File: src/timer_sync_pkg.sv
// constants for the synchronised timer with buffered capture/compare
// assumes a 32-bit AXI4-Lite register bus, one word per register
package timer_sync_pkg;
    // ------------------------------------------------------------------
    // register byte offsets
    // ------------------------------------------------------------------
    localparam logic [7:0] OFS_CTRL    = 8'h00;
    localparam logic [7:0] OFS_STATUS  = 8'h04;
    localparam logic [7:0] OFS_EVGEN   = 8'h08;
    localparam logic [7:0] OFS_COUNT   = 8'h0C;
    localparam logic [7:0] OFS_PRESC   = 8'h10;
    localparam logic [7:0] OFS_RELOAD  = 8'h14;
    localparam logic [7:0] OFS_CCV_HI  = 8'h18;
    localparam logic [7:0] OFS_CCV_LO  = 8'h1C;
    // ------------------------------------------------------------------
    // control, status and event field positions
    // ------------------------------------------------------------------
    localparam int CTL_RUN   = 0;
    localparam int CTL_ALIGN = 1;
    localparam int CTL_MMS   = 4;
    localparam int CTL_SMS   = 8;
    localparam int CTL_TS    = 12;
    localparam int CTL_CCS   = 16;
    localparam int CTL_POL   = 18;
    localparam int CTL_FLT   = 20;
    localparam int CTL_CPSC  = 24;
    localparam int ST_TRIG   = 0;
    localparam int EV_UG     = 0;
    // ------------------------------------------------------------------
    // field encodings
    // ------------------------------------------------------------------
    localparam logic [2:0] MMS_RESET  = 3'h0;
    localparam logic [2:0] MMS_ENABLE = 3'h1;
    localparam logic [2:0] MMS_UPDATE = 3'h2;
    localparam logic [2:0] MMS_CMP1   = 3'h4;
    localparam logic [2:0] TS_MASTER  = 3'h1;
    localparam logic [2:0] TS_CH1     = 3'h4;
    localparam logic [2:0] SMS_GATED  = 3'h5;
    localparam logic [2:0] SMS_TRIG   = 3'h6;
    localparam logic [1:0] CCS_OUTPUT = 2'h0;
    localparam logic [1:0] RESP_OKAY  = 2'h0;
    localparam logic [1:0] RESP_SLV   = 2'h2;
    // ------------------------------------------------------------------
    // reset values
    // ------------------------------------------------------------------
    localparam logic [15:0] RST_RELOAD = 16'hFFFF;
    localparam logic [15:0] RST_ZERO16 = 16'h0000;
endpackage : timer_sync_pkg

File: src/timer_sync.sv
// synchronisable 16-bit timer: master trigger out, slave gate/start,
// channel 1 input stage and byte-wise buffered capture/compare value
// assumes trigger and channel pin arrive asynchronously; AXI4-Lite master
//
// Functional notes
// - master select 100 outputs compare reference
// - master select 010 outputs update event
// - master select 001 outputs counter enable
// - trigger select 001 takes master trigger
// - trigger select 100 takes channel 1 pin
// - gated mode counts only while trigger high
// - gating acts on counter enable only
// - trigger mode sets run bit in hardware
// - triggered counter resumes from current value
// - align bit delays own counter enable
// - trigger start sets trigger flag
// - update generate reinitialises counter and prescaler
// - counter accepts any software value
// - output channel value freely read and written
// - software accesses reach preload copy only
// - capture fills shadow, then unfrozen preload
// - compare loads shadow from preload, compares
// - read sequence freezes preload until low read
// - lone low read returns live value
// - high byte write blocks shadow update
// - input sampled, filtered, edge detected, prescaled
// - gated mode flags every start and stop
// - master select 1xx outputs compare reference
`default_nettype none
module timer_sync (
    // clock and reset
    input  wire logic        clk_in,
    input  wire logic        rst_n_in,
    // axi4-lite write
    input  wire logic [7:0]  awaddr_in,
    input  wire logic        awvalid_in,
    output logic             awready_out,
    input  wire logic [31:0] wdata_in,
    input  wire logic [3:0]  wstrb_in,
    input  wire logic        wvalid_in,
    output logic             wready_out,
    output logic [1:0]       bresp_out,
    output logic             bvalid_out,
    input  wire logic        bready_in,
    // axi4-lite read
    input  wire logic [7:0]  araddr_in,
    input  wire logic        arvalid_in,
    output logic             arready_out,
    output logic [31:0]      rdata_out,
    output logic [1:0]       rresp_out,
    output logic             rvalid_out,
    input  wire logic        rready_in,
    // link to other timers and pin
    input  wire logic        master_trigger_in,
    input  wire logic        channel1_input_pin_in,
    output logic             trigger_out,
    output logic             compare1_reference_out,
    output logic             trigger_flag_out
);
    // ------------------------------------------------------------------
    // state
    // ------------------------------------------------------------------
    typedef struct packed {
        logic        awr, wr, bv, arr, rv;
        logic [1:0]  bresp, rresp;
        logic [31:0] rdata;
        logic        counter_run, master_slave_align;
        logic [2:0]  master_trigger_select, slave_mode_select;
        logic [2:0]  trigger_source_select;
        logic [1:0]  channel_direction_select, cap_psc;
        logic        polarity;
        logic [3:0]  filter_len, filt_cnt;
        logic        trigger_flag;
        logic [15:0] cnt, psc_cnt, presc, reload, preload, shadow;
        logic        rd_frozen, wr_block;
        logic [1:0]  mt_sync, pin_sync;
        logic        filtered_channel_input, edge_prev, trig_prev, gate_prev;
        logic [2:0]  cap_cnt;
        logic        cen_dly, update_event, trig, cmp_ref;
    } state_t;

    state_t s_r;
    state_t s_nxt;

    // ------------------------------------------------------------------
    // helpers
    // ------------------------------------------------------------------
    function automatic logic [15:0] merge16(input logic [15:0] old_v,
                                            input logic [31:0] d,
                                            input logic [3:0]  st);
        merge16 = {st[1] ? d[15:8] : old_v[15:8], st[0] ? d[7:0] : old_v[7:0]};
    endfunction : merge16

    function automatic logic mapped(input logic [7:0] a);
        mapped = (a[1:0] == 2'h0) && (a <= timer_sync_pkg::OFS_CCV_LO);
    endfunction : mapped

    logic        edge_detected_channel_input;
    logic        trig_sel;
    logic        counter_enable_signal;
    logic        prescaler_clock;
    logic        capture_prescaled_command;
    logic        do_wr;
    logic        do_rd;
    logic [2:0]  cap_div;
    logic        flag_set;

    always_comb begin
        s_nxt = s_r;
        flag_set = 1'b0;
        // --------------------------------------------------------------
        // input stage
        // --------------------------------------------------------------
        s_nxt.pin_sync = {s_r.pin_sync[0], channel1_input_pin_in};
        s_nxt.mt_sync  = {s_r.mt_sync[0], master_trigger_in};
        if (s_r.pin_sync[1] == s_r.filtered_channel_input) begin
            s_nxt.filt_cnt = 4'h0;
        end else if (s_r.filt_cnt >= s_r.filter_len) begin
            s_nxt.filtered_channel_input = s_r.pin_sync[1];
            s_nxt.filt_cnt = 4'h0;
        end else begin
            s_nxt.filt_cnt = s_r.filt_cnt + 4'h1;
        end
        // polarity select before edge detection
        edge_detected_channel_input = s_r.filtered_channel_input ^ s_r.polarity;
        s_nxt.edge_prev = edge_detected_channel_input;
        cap_div = 3'h0;
        case (s_r.cap_psc)
            2'h1:    cap_div = 3'h1;
            2'h2:    cap_div = 3'h3;
            2'h3:    cap_div = 3'h7;
            default: cap_div = 3'h0;
        endcase
        capture_prescaled_command = 1'b0;
        if (edge_detected_channel_input && !s_r.edge_prev) begin
            if (s_r.cap_cnt >= cap_div) begin
                capture_prescaled_command = 1'b1;
                s_nxt.cap_cnt = 3'h0;
            end else begin
                s_nxt.cap_cnt = s_r.cap_cnt + 3'h1;
            end
        end
        // --------------------------------------------------------------
        // slave trigger selection and control
        // --------------------------------------------------------------
        case (s_r.trigger_source_select)
            timer_sync_pkg::TS_MASTER: trig_sel = s_r.mt_sync[1];
            timer_sync_pkg::TS_CH1:    trig_sel = edge_detected_channel_input;
            default:                   trig_sel = 1'b0;
        endcase
        s_nxt.trig_prev = trig_sel;
        if (s_r.slave_mode_select == timer_sync_pkg::SMS_TRIG
            && trig_sel && !s_r.trig_prev) begin
            s_nxt.counter_run  = 1'b1;
            s_nxt.trigger_flag = 1'b1;
            flag_set = 1'b1;
        end
        // gating touches only the enable, never the count itself
        counter_enable_signal = s_r.counter_run
            && (s_r.slave_mode_select != timer_sync_pkg::SMS_GATED || trig_sel);
        s_nxt.gate_prev = counter_enable_signal;
        if (s_r.slave_mode_select == timer_sync_pkg::SMS_GATED
            && counter_enable_signal != s_r.gate_prev) begin
            s_nxt.trigger_flag = 1'b1;
            flag_set = 1'b1;
        end
        s_nxt.cen_dly = counter_enable_signal;
        // --------------------------------------------------------------
        // prescaler and counter
        // --------------------------------------------------------------
        prescaler_clock = 1'b0;
        s_nxt.update_event = 1'b0;
        if (s_r.master_slave_align ? s_r.cen_dly : counter_enable_signal) begin
            if (s_r.psc_cnt >= s_r.presc) begin
                s_nxt.psc_cnt = timer_sync_pkg::RST_ZERO16;
                prescaler_clock = 1'b1;
            end else begin
                s_nxt.psc_cnt = s_r.psc_cnt + 16'h0001;
            end
        end
        if (prescaler_clock) begin
            if (s_r.cnt >= s_r.reload) begin
                s_nxt.cnt = timer_sync_pkg::RST_ZERO16;
                s_nxt.update_event = 1'b1;
            end else begin
                s_nxt.cnt = s_r.cnt + 16'h0001;
            end
        end
        // --------------------------------------------------------------
        // capture/compare buffering
        // --------------------------------------------------------------
        if (s_r.channel_direction_select != timer_sync_pkg::CCS_OUTPUT) begin
            if (capture_prescaled_command) begin
                s_nxt.shadow = s_r.cnt;
                if (!s_r.rd_frozen) begin
                    s_nxt.preload = s_r.cnt;
                end
            end
        end else if (!s_r.wr_block) begin
            s_nxt.shadow = s_r.preload;
        end
        s_nxt.cmp_ref = s_r.cnt < s_r.shadow;
        // --------------------------------------------------------------
        // axi4-lite slave, one write and one read at a time
        // --------------------------------------------------------------
        do_wr = s_r.awr && s_r.wr;
        do_rd = s_r.arr;
        s_nxt.awr = 1'b0;
        s_nxt.wr  = 1'b0;
        s_nxt.arr = 1'b0;
        if (awvalid_in && wvalid_in && !s_r.awr && !s_r.bv) begin
            s_nxt.awr = 1'b1;
            s_nxt.wr  = 1'b1;
        end
        if (s_r.bv && bready_in) begin
            s_nxt.bv = 1'b0;
        end
        if (do_wr) begin
            s_nxt.bv    = 1'b1;
            s_nxt.bresp = mapped(awaddr_in) ? timer_sync_pkg::RESP_OKAY
                                            : timer_sync_pkg::RESP_SLV;
            case (awaddr_in)
                timer_sync_pkg::OFS_CTRL: if (wstrb_in == 4'hF) begin
                    s_nxt.counter_run              = wdata_in[timer_sync_pkg::CTL_RUN];
                    s_nxt.master_slave_align       = wdata_in[timer_sync_pkg::CTL_ALIGN];
                    s_nxt.master_trigger_select    = wdata_in[timer_sync_pkg::CTL_MMS +: 3];
                    s_nxt.slave_mode_select        = wdata_in[timer_sync_pkg::CTL_SMS +: 3];
                    s_nxt.trigger_source_select    = wdata_in[timer_sync_pkg::CTL_TS +: 3];
                    s_nxt.channel_direction_select = wdata_in[timer_sync_pkg::CTL_CCS +: 2];
                    s_nxt.polarity                 = wdata_in[timer_sync_pkg::CTL_POL];
                    s_nxt.filter_len               = wdata_in[timer_sync_pkg::CTL_FLT +: 4];
                    s_nxt.cap_psc                  = wdata_in[timer_sync_pkg::CTL_CPSC +: 2];
                end
                timer_sync_pkg::OFS_STATUS:
                    // a trigger in the same cycle keeps the flag set
                    if (wstrb_in[0] && wdata_in[timer_sync_pkg::ST_TRIG]
                        && !flag_set) begin
                        s_nxt.trigger_flag = 1'b0;
                    end
                timer_sync_pkg::OFS_EVGEN:
                    if (wstrb_in[0] && wdata_in[timer_sync_pkg::EV_UG]) begin
                        s_nxt.cnt          = timer_sync_pkg::RST_ZERO16;
                        s_nxt.psc_cnt      = timer_sync_pkg::RST_ZERO16;
                        s_nxt.update_event = 1'b1;
                    end
                timer_sync_pkg::OFS_COUNT:
                    s_nxt.cnt = merge16(s_r.cnt, wdata_in, wstrb_in);
                timer_sync_pkg::OFS_PRESC:
                    s_nxt.presc = merge16(s_r.presc, wdata_in, wstrb_in);
                timer_sync_pkg::OFS_RELOAD:
                    s_nxt.reload = merge16(s_r.reload, wdata_in, wstrb_in);
                timer_sync_pkg::OFS_CCV_HI:
                    if (wstrb_in[0] && s_r.channel_direction_select
                        == timer_sync_pkg::CCS_OUTPUT) begin
                        s_nxt.preload[15:8] = wdata_in[7:0];
                        s_nxt.wr_block      = 1'b1;
                    end
                timer_sync_pkg::OFS_CCV_LO:
                    if (wstrb_in[0] && s_r.channel_direction_select
                        == timer_sync_pkg::CCS_OUTPUT) begin
                        s_nxt.preload[7:0] = wdata_in[7:0];
                        s_nxt.wr_block     = 1'b0;
                    end
                default: ;
            endcase
        end
        if (s_r.rv && rready_in) begin
            s_nxt.rv = 1'b0;
        end
        if (arvalid_in && !s_r.arr && !s_r.rv) begin
            s_nxt.arr = 1'b1;
        end
        if (do_rd) begin
            s_nxt.rv    = 1'b1;
            s_nxt.rdata = 32'h0000_0000;
            s_nxt.rresp = mapped(araddr_in) ? timer_sync_pkg::RESP_OKAY
                                            : timer_sync_pkg::RESP_SLV;
            case (araddr_in)
                timer_sync_pkg::OFS_CTRL: begin
                    s_nxt.rdata[timer_sync_pkg::CTL_RUN]     = s_r.counter_run;
                    s_nxt.rdata[timer_sync_pkg::CTL_ALIGN]   = s_r.master_slave_align;
                    s_nxt.rdata[timer_sync_pkg::CTL_MMS +: 3] = s_r.master_trigger_select;
                    s_nxt.rdata[timer_sync_pkg::CTL_SMS +: 3] = s_r.slave_mode_select;
                    s_nxt.rdata[timer_sync_pkg::CTL_TS +: 3]  = s_r.trigger_source_select;
                    s_nxt.rdata[timer_sync_pkg::CTL_CCS +: 2] = s_r.channel_direction_select;
                    s_nxt.rdata[timer_sync_pkg::CTL_POL]     = s_r.polarity;
                    s_nxt.rdata[timer_sync_pkg::CTL_FLT +: 4] = s_r.filter_len;
                    s_nxt.rdata[timer_sync_pkg::CTL_CPSC +: 2] = s_r.cap_psc;
                end
                timer_sync_pkg::OFS_STATUS:
                    s_nxt.rdata[timer_sync_pkg::ST_TRIG] = s_r.trigger_flag;
                timer_sync_pkg::OFS_COUNT:  s_nxt.rdata[15:0] = s_r.cnt;
                timer_sync_pkg::OFS_PRESC:  s_nxt.rdata[15:0] = s_r.presc;
                timer_sync_pkg::OFS_RELOAD: s_nxt.rdata[15:0] = s_r.reload;
                timer_sync_pkg::OFS_CCV_HI: begin
                    s_nxt.rdata[7:0] = s_r.preload[15:8];
                    if (s_r.channel_direction_select != timer_sync_pkg::CCS_OUTPUT) begin
                        s_nxt.rd_frozen = 1'b1;
                    end
                end
                timer_sync_pkg::OFS_CCV_LO: begin
                    // unfrozen preload follows captures, so a lone read is live
                    s_nxt.rdata[7:0] = s_r.preload[7:0];
                    s_nxt.rd_frozen  = 1'b0;
                end
                default: ;
            endcase
        end
        // --------------------------------------------------------------
        // master trigger output
        // --------------------------------------------------------------
        case (s_r.master_trigger_select)
            timer_sync_pkg::MMS_RESET:  s_nxt.trig = s_nxt.update_event && do_wr;
            timer_sync_pkg::MMS_ENABLE: s_nxt.trig = counter_enable_signal;
            timer_sync_pkg::MMS_UPDATE: s_nxt.trig = s_nxt.update_event;
            default:                    s_nxt.trig = s_nxt.cmp_ref;
        endcase
    end

    always_ff @(posedge clk_in or negedge rst_n_in) begin
        if (!rst_n_in) begin
            s_r        <= '0;
            s_r.reload <= timer_sync_pkg::RST_RELOAD;
        end else begin
            s_r <= s_nxt;
        end
    end

    assign awready_out            = s_r.awr;
    assign wready_out             = s_r.wr;
    assign bvalid_out             = s_r.bv;
    assign bresp_out              = s_r.bresp;
    assign arready_out            = s_r.arr;
    assign rvalid_out             = s_r.rv;
    assign rdata_out              = s_r.rdata;
    assign rresp_out              = s_r.rresp;
    assign trigger_out            = s_r.trig;
    assign compare1_reference_out = s_r.cmp_ref;
    assign trigger_flag_out       = s_r.trigger_flag;

    // ------------------------------------------------------------------
    // checks
    // ------------------------------------------------------------------
    AST_REF_OUT: assert property (@(posedge clk_in) disable iff (!rst_n_in)
        s_r.master_trigger_select == timer_sync_pkg::MMS_CMP1
        && $stable(s_r.master_trigger_select) |=> trigger_out == $past(s_r.cnt < s_r.shadow))
        else $error("trigger does not follow compare reference");
    AST_UEV_PULSE: assert property (@(posedge clk_in) disable iff (!rst_n_in)
        s_r.master_trigger_select == timer_sync_pkg::MMS_UPDATE && trigger_out
        && s_r.presc != 16'h0000 |=> !trigger_out)
        else $error("update trigger wider than one cycle");
    AST_ENABLE_OUT: assert property (@(posedge clk_in) disable iff (!rst_n_in)
        s_r.master_trigger_select == timer_sync_pkg::MMS_ENABLE
        |=> trigger_out == $past(counter_enable_signal))
        else $error("trigger does not show counter enable");
    AST_GATE_HOLD: assert property (@(posedge clk_in) disable iff (!rst_n_in)
        !s_r.master_slave_align && !counter_enable_signal && !do_wr |=> $stable(s_r.cnt))
        else $error("counter moved while gated off");
    AST_TRIG_START: assert property (@(posedge clk_in) disable iff (!rst_n_in)
        s_r.slave_mode_select == timer_sync_pkg::SMS_TRIG && trig_sel && !s_r.trig_prev
        && !do_wr |=> s_r.counter_run && s_r.trigger_flag)
        else $error("trigger did not start counter");
    AST_FREEZE: assert property (@(posedge clk_in) disable iff (!rst_n_in)
        s_r.rd_frozen && !do_rd && !do_wr |=> $stable(s_r.preload))
        else $error("frozen preload changed");
    AST_WR_BLOCK: assert property (@(posedge clk_in) disable iff (!rst_n_in)
        s_r.wr_block && s_r.channel_direction_select == timer_sync_pkg::CCS_OUTPUT
        |=> $stable(s_r.shadow))
        else $error("shadow updated during byte write");
    AST_UG: assert property (@(posedge clk_in) disable iff (!rst_n_in)
        do_wr && awaddr_in == timer_sync_pkg::OFS_EVGEN && wstrb_in[0] && wdata_in[0]
        |=> s_r.cnt == 16'h0000 && s_r.psc_cnt == 16'h0000)
        else $error("update generate did not clear counter");
    AST_ALIGN: assert property (@(posedge clk_in) disable iff (!rst_n_in)
        s_r.master_slave_align && !$past(counter_enable_signal) && !do_wr
        && $past(!do_wr) |=> $stable(s_r.cnt))
        else $error("aligned enable not delayed");
endmodule : timer_sync
`default_nettype wire

File: config.mk
export PLATFORM = sky130hd
export DESIGN_NAME = timer_sync
export DESIGN_NICKNAME = d
export VERILOG_FILES = /design/src/timer_sync_pkg.sv /design/src/timer_sync.sv
export SDC_FILE = /design/constraint.sdc
export NUM_CORES = 1
export LEC_CHECK = 0
export ABC_AREA = 1
export BUFFER_PORTS_ARGS = -buffer_cell sky130_fd_sc_hd__buf_2
export CAP_MARGIN = 20
export CORE_UTILIZATION = 28
export CTS_CLUSTER_SIZE = 16
export DETAILED_ROUTE_END_ITERATION = 10
export GPL_TIMING_DRIVEN = 0
export PLACE_DENSITY = 0.54
export SYNTH_ARGS = -nofsm -noshare
export SYNTH_HDL_FRONTEND = slang
export SYNTH_SLANG_ARGS = --single-unit
File: constraint.sdc
create_clock -name clk_in -period 2.5 [get_ports clk_in]
set_input_delay 0.5 -clock clk_in [delete_from_list [all_inputs] [get_ports clk_in]]
set_output_delay 0.5 -clock clk_in [all_outputs]
set_load 0.05 [all_outputs]
### Yosys cells after proc, flatten, opt, wreduce, memory -nomap -nowiden

Cells that the tools add are included.

| word-level totals | value |
|---|---|
| register bits | 170 |
| input port bits | 61 |
| output and inout bits | 44 |
| word-level logic and storage cells | 207 |

| operators by class | value |
|---|---|
| $add $sub $neg | 4 |
| order comparisons | 7 |
| equal/unequal tests | 33 |
| multiplexer cells | 75 |
| bitwise operators | 2 |
| reduce and logical (&&, ||, !) cells | 47 |

Operator list:

| kind | number |
|---|---|
| $mux W16 | 11 |
| $mux W81 | 1 |
| $mux W8 | 10 |
| $eq A8 B5 Y1 const B | 8 |
| $mux W32 | 2 |
| $mux W20 | 3 |
| $add A16 B1 Y16 const B | 2 |
| $ge A16 B16 Y1 | 2 |
| $pmux W16 S2 | 1 |
| $mux W1 | 25 |
| $eq A8 B4 Y1 const B | 3 |
| $pmux W3 S4 | 2 |
| $logic_and A1 B1 Y1 | 19 |
| $pmux W3 S6 | 1 |
| $reduce_and A3 Y1 | 6 |
| $eq A8 B3 Y1 const B | 2 |
| $le A8 B5 Y1 const B | 2 |
| $logic_not A8 Y1 | 2 |
| $lt A16 B16 Y1 | 1 |
| $pmux W2 S5 | 1 |
| $reduce_bool A2 Y1 | 5 |
| $eq A3 B3 Y1 const B | 3 |
| $ne A3 B3 Y1 const B | 3 |
| $pmux W1 S3 | 3 |
| 30 further kinds | 50 |

### Depth between registers and ports, before layout

| depth | value |
|---|---|
| depth in word-level cells | 12 |
| depth in mapped cells | 17 |
| depth with buffers taken out | 17 |

### Worst setup path after synthesis

No wires, ideal clock.

| timing | value |
|---|---|
| path type | reg-to-reg |
| start | register s_r[124] (netlist bit) |
| end | register s_r[43] (netlist bit) |
| library setup time | 0.118 ns |
| data arrival time | 1.906 ns |
| required time | 2.382 ns |
| slack | 0.476 ns |
| cell stages (with the launch flop) | 15 |
| buffers on the path | 1 |
| period minus slack after synthesis | 2.024 ns |
| cell sequence | dfrtp_1 or2_2 ha_1 nand3_1 o211ai_2 nand2_2 nor2_8 inv_2 nor2_4 inv_2 buf_6 o21ai_1 nand2_1 o21ai_1 inv_1 |

RTL lines:

| what | RTL line | RTL |
|---|---|---|
| start: declaration | timer_sync.sv:82 | `state_t s_r;` |
| start signal: assignment | timer_sync.sv:325 | `s_r <= s_nxt;` |

### Worst setup path in the final report

| timing | value |
|---|---|
| start | register s_r[104] (netlist bit) |
| end | register s_r[97] (netlist bit) |

| between the ends | value |
|---|---|
| cells in the longest elaborated chain, start to end | 6 |

Ends and longest elaborated chain:

| what | RTL line | RTL |
|---|---|---|
| $ge A16 B16 Y1 * | timer_sync.sv:182 | `if (s_r.cnt >= s_r.reload) begin` |
| $mux W16 * | timer_sync.sv:182 |  |
| $mux W16 * | timer_sync.sv:181 | `if (prescaler_clock) begin` |
| $mux W32 | timer_sync.sv:241 | `if (wstrb_in[0] && wdata_in[timer_sync_pkg::EV_UG]) begin` |
| $pmux W16 S2 | timer_sync.sv:222 | `case (awaddr_in)` |
| $mux W81 * | timer_sync.sv:218 | `if (do_wr) begin` |

Mark *: on every way between the ends. The rest lies on a longest branch, timed or not.
A chain may end at the register's enable or synchronous reset.

==> flow_metrics.tcl <==
set metrics [dict create \
    outcome "finished with violations" \
    violations "negative hold slack" \
    clockBufferDepth 2 \
    wirelength_mm 31.9 \
    seq_area_frac_synth 0.430 \
    regToRegEndpoint "s_r[97]$_DFFE_PN0P_" \
    synth_compound_area_frac 0.164 \
    switchingPower_mw 2.65 \
    fill_cells 3624 \
    tritoncts "built" \
    place_congestion 0.947 \
    power_frac_seq 0.400 \
    slowest_delay_ns 0.61 \
    end_kind "flop" \
    layout_setup_ws_ns 0.170 \
    slowest_stage "dfrtp_1" \
    dp_slack_ns -0.109 \
    postLayoutCoreUtil 0.333 \
    crit_arrival_ns 2.70 \
    min_period_ns 2.33 \
    worstPathCellList "ha_1, a21oi_1, o21a_1, nand2_1, nand2_2, nand2_4, inv_2, nor2_1, nor2_2, o21ai_0, a21oi_1" \
    synth_top_area_cell "dfrtp_1" \
    dr.pass1.iters 5 \
    period_share 0.932 \
    clock_latency_ns 0.45 \
    finalSetupTns_ns 0 \
    yosysTopAreaCellShare 0.387 \
    ff2ff_path_depth 11 \
    switching_share 0.342 \
    post_cts_buffers 0 \
    syn_to_final_growth_pct 17.6 \
    post_synth.cell_area_avg_sq_um 7.91 \
    routed_via_density 4.83 \
    comb_power_share 0.238 \
    setup_violations 0 \
    maxCapViolations 0 \
    die_y_microns 189 \
    drtAntennaViolNets 0 \
    drc 0 \
    io_pins 105 \
    ys_warn_count 0 \
    p_per_area_mw_per_mm2 675 \
    synth.mux.area_fraction 0.00461 \
    worstSetupPathType "flop to flop" \
    synth_cell_type_count 49 \
    initialDrtViolationCount 659 \
    r2r_start "s_r[104]$_DFFE_PN0P_" \
    layout_common_cells "nand2_1 (252), inv_1 (182), dfrtp_1 (150), o21ai_0 (120), buf_2 (91)" \
    final_common_cell "nand2_1" \
    ys_top_cells_by_area "dfrtp_1 (39%), nand2_1 (9.8%), ha_1 (7.4%)" \
    nets 1470 \
    peakVddDrop_mv 0.472 \
    synth_cells 1235 \
    synthAdderAreaFrac 0.0743 \
    crit_path_frequent_cell "a21oi_1" \
    fmax_ghz 0.429 \
    final-max-slew-violation-count 0 \
    path_clk_slew_ns 0.08 \
    dieArea_sq_mm 0.0356 \
    cellLeakagePower_nw 5.59 \
    cts_root_buffer "clkbuf_16" \
    core-area_sq_mm 0.0345 \
    internal_power_mw 5.10 \
    cts_htree_levels 4 \
    antenna_found_initial 0 \
    grtUsageTotal 0.182 \
    grt_overflow 0 \
    drive_above_1_share 0.161 \
    rrSetupSlack_ns 0.17 \
    relSlewSlack 0.546 \
    hold_class "input port to asynchronous set/reset pin" \
    synth_area_sq_mm 0.00976 \
    startpoint_type "flop" \
    crit_fanout 10 \
    hold_viol 10 \
    synth_xor_area_frac 0.0126 \
    ys_ff_latch 167 \
    fp.dieW_microns 189 \
    dp.final_hpwl_mm 24.7 \
    cts.sinks 167 \
    initial_utilization 0.283 \
    cts_buffers 17 \
    grt_pass1_vias 8349 \
    synth-simple-area-share 0.197 \
    hold_slack_ns -0.0291 \
    diodes 0 \
    rows 68 \
    worstMarginPinSlew_ns 0.681 \
    wl_per_cell_microns 17.5 \
    grt_max_degree 108 \
    grt_pass1_wl_mm 48.9 \
    cp.required_ns 2.87 \
    portBuffers 88 \
    vias 8788 \
    p_total_mw 7.75 \
    p_clk_frac 0.363 \
    synth_top_family_by_area "simple AND/OR/NAND/NOR gates" \
    clock_skew_ns 0.0149 \
]
[what timing repair did]
item                                    CTS  global route
pin swaps                                 0             2
resized for setup                         1            13
endpoints found under the setup margin    5            31
hold buffers                              0             0
[layout make-up]
cell class	instances	area [sq um]	area share
Clock inverter	13	171	0.0149
Sequential cell	167	4200	0.366
Timing Repair Buffer	89	478	0.0416
Clock buffer	19	433	0.0377
Inverter	191	719	0.0627
Buffer	67	425	0.0371
Tap cell	455	569	0.0496
Multi-Input combinational cell	818	4480	0.391
[metrics by stage]
stage | cells | instance area [sq um]
after detailed placement | 1787 | 10800
final | 1819 | 11500
after floorplan | 1243 | 9790
after global placement | 1786 | 10800
after global routing | 1819 | 11500
after CTS | 1819 | 11400
[worst max-delay path by stage]
stage                               from                   endpoint  slack [ns]  cells past startpoint
finish              s_r[104]$_DFFE_PN0P_        s_r[97]$_DFFE_PN0P_        0.17                     11
global route         s_r[78]$_DFFE_PN0P_        s_r[97]$_DFFE_PN0P_       -0.02                     13
CTS                  s_r[79]$_DFFE_PN0P_       s_r[103]$_DFFE_PN0P_        0.05                     16
detailed placement          araddr_in[1]   rdata_out[3]$_DFFE_PN0P_       -0.11                      9
global placement                rst_n_in  rdata_out[24]$_DFFE_PN0P_       -1.93                      1
floorplan           s_r[124]$_DFFE_PN0P_          s_r[43]$_DFF_PN0_        0.48                     14
[routing by layer]
metal / global-route usage / wire length, microns
met5: 0 / 0
met4: 0.0521 / 464
met3: 0.0324 / 1730
met2: 0.285 / 14500
met1: 0.257 / 15300
[sequential cells by signal (all words and copies together), names as in the netlist]
register / count
awready_out: 1
bvalid_out: 1
trigger_out: 1
compare1_reference_out: 1
rdata_out: 25
rresp_out: 1
bresp_out: 1
rvalid_out: 1
s_nxt: 2
s_r: 131
trigger_flag_out: 1
arready_out: 1
[logic make-up after synthesis]
family	after synthesis
muxes	4
other	1
xor gates and xnor gates	14
and+or+nand+nor	448
adders and majority gates	58
DFF	167
buffers and inverters	258
AOI/OAI and AO/OA	285
[power by group through the flow]
stage          clock network (mW)  registers [mW]  logic [mW]
2_1_floorplan                   0            3.15        1.19
3_3_place_gp                    0            3.14        1.77
3_5_place_dp                    0            3.14        1.80
4_1_cts                      2.85            3.09        1.81
5_1_grt                      2.95            3.12        2.06
6_report                     2.81            3.10        1.84
[worst max-delay path, delay by kind of cell (launching register included)]
kind	cells	cell delay [ns]
DFF	1	0.61
buffers and inverters	1	0.10
AOI/OAI and AO/OA	4	0.60
and+or+nand+nor	5	0.61
adders and majority gates	1	0.33
[synthesized netlist by cell type, drive strengths merged]
cell type,number
conb,1
a211oi,2
a22oi,4
o21ai,137
nor2,86
nor4,3
clkbuf,21
a21o,2
o221ai,17
o31ai,9
buf,46
o22ai,28
clkinv,1
nand3,54
nand4,16
a21oi,75
xnor2,4
a21boi,1
nand3b,1
o21a,1
mux2,4
nor3b,1
o21bai,1
a31oi,5
dfrtp,151
dfstp,16
nor3,23
nand2,261
xor2,10
o211ai,3
inv,190
or2,3
ha,58
No activity file was read; power rests on OpenSTA's default activity.
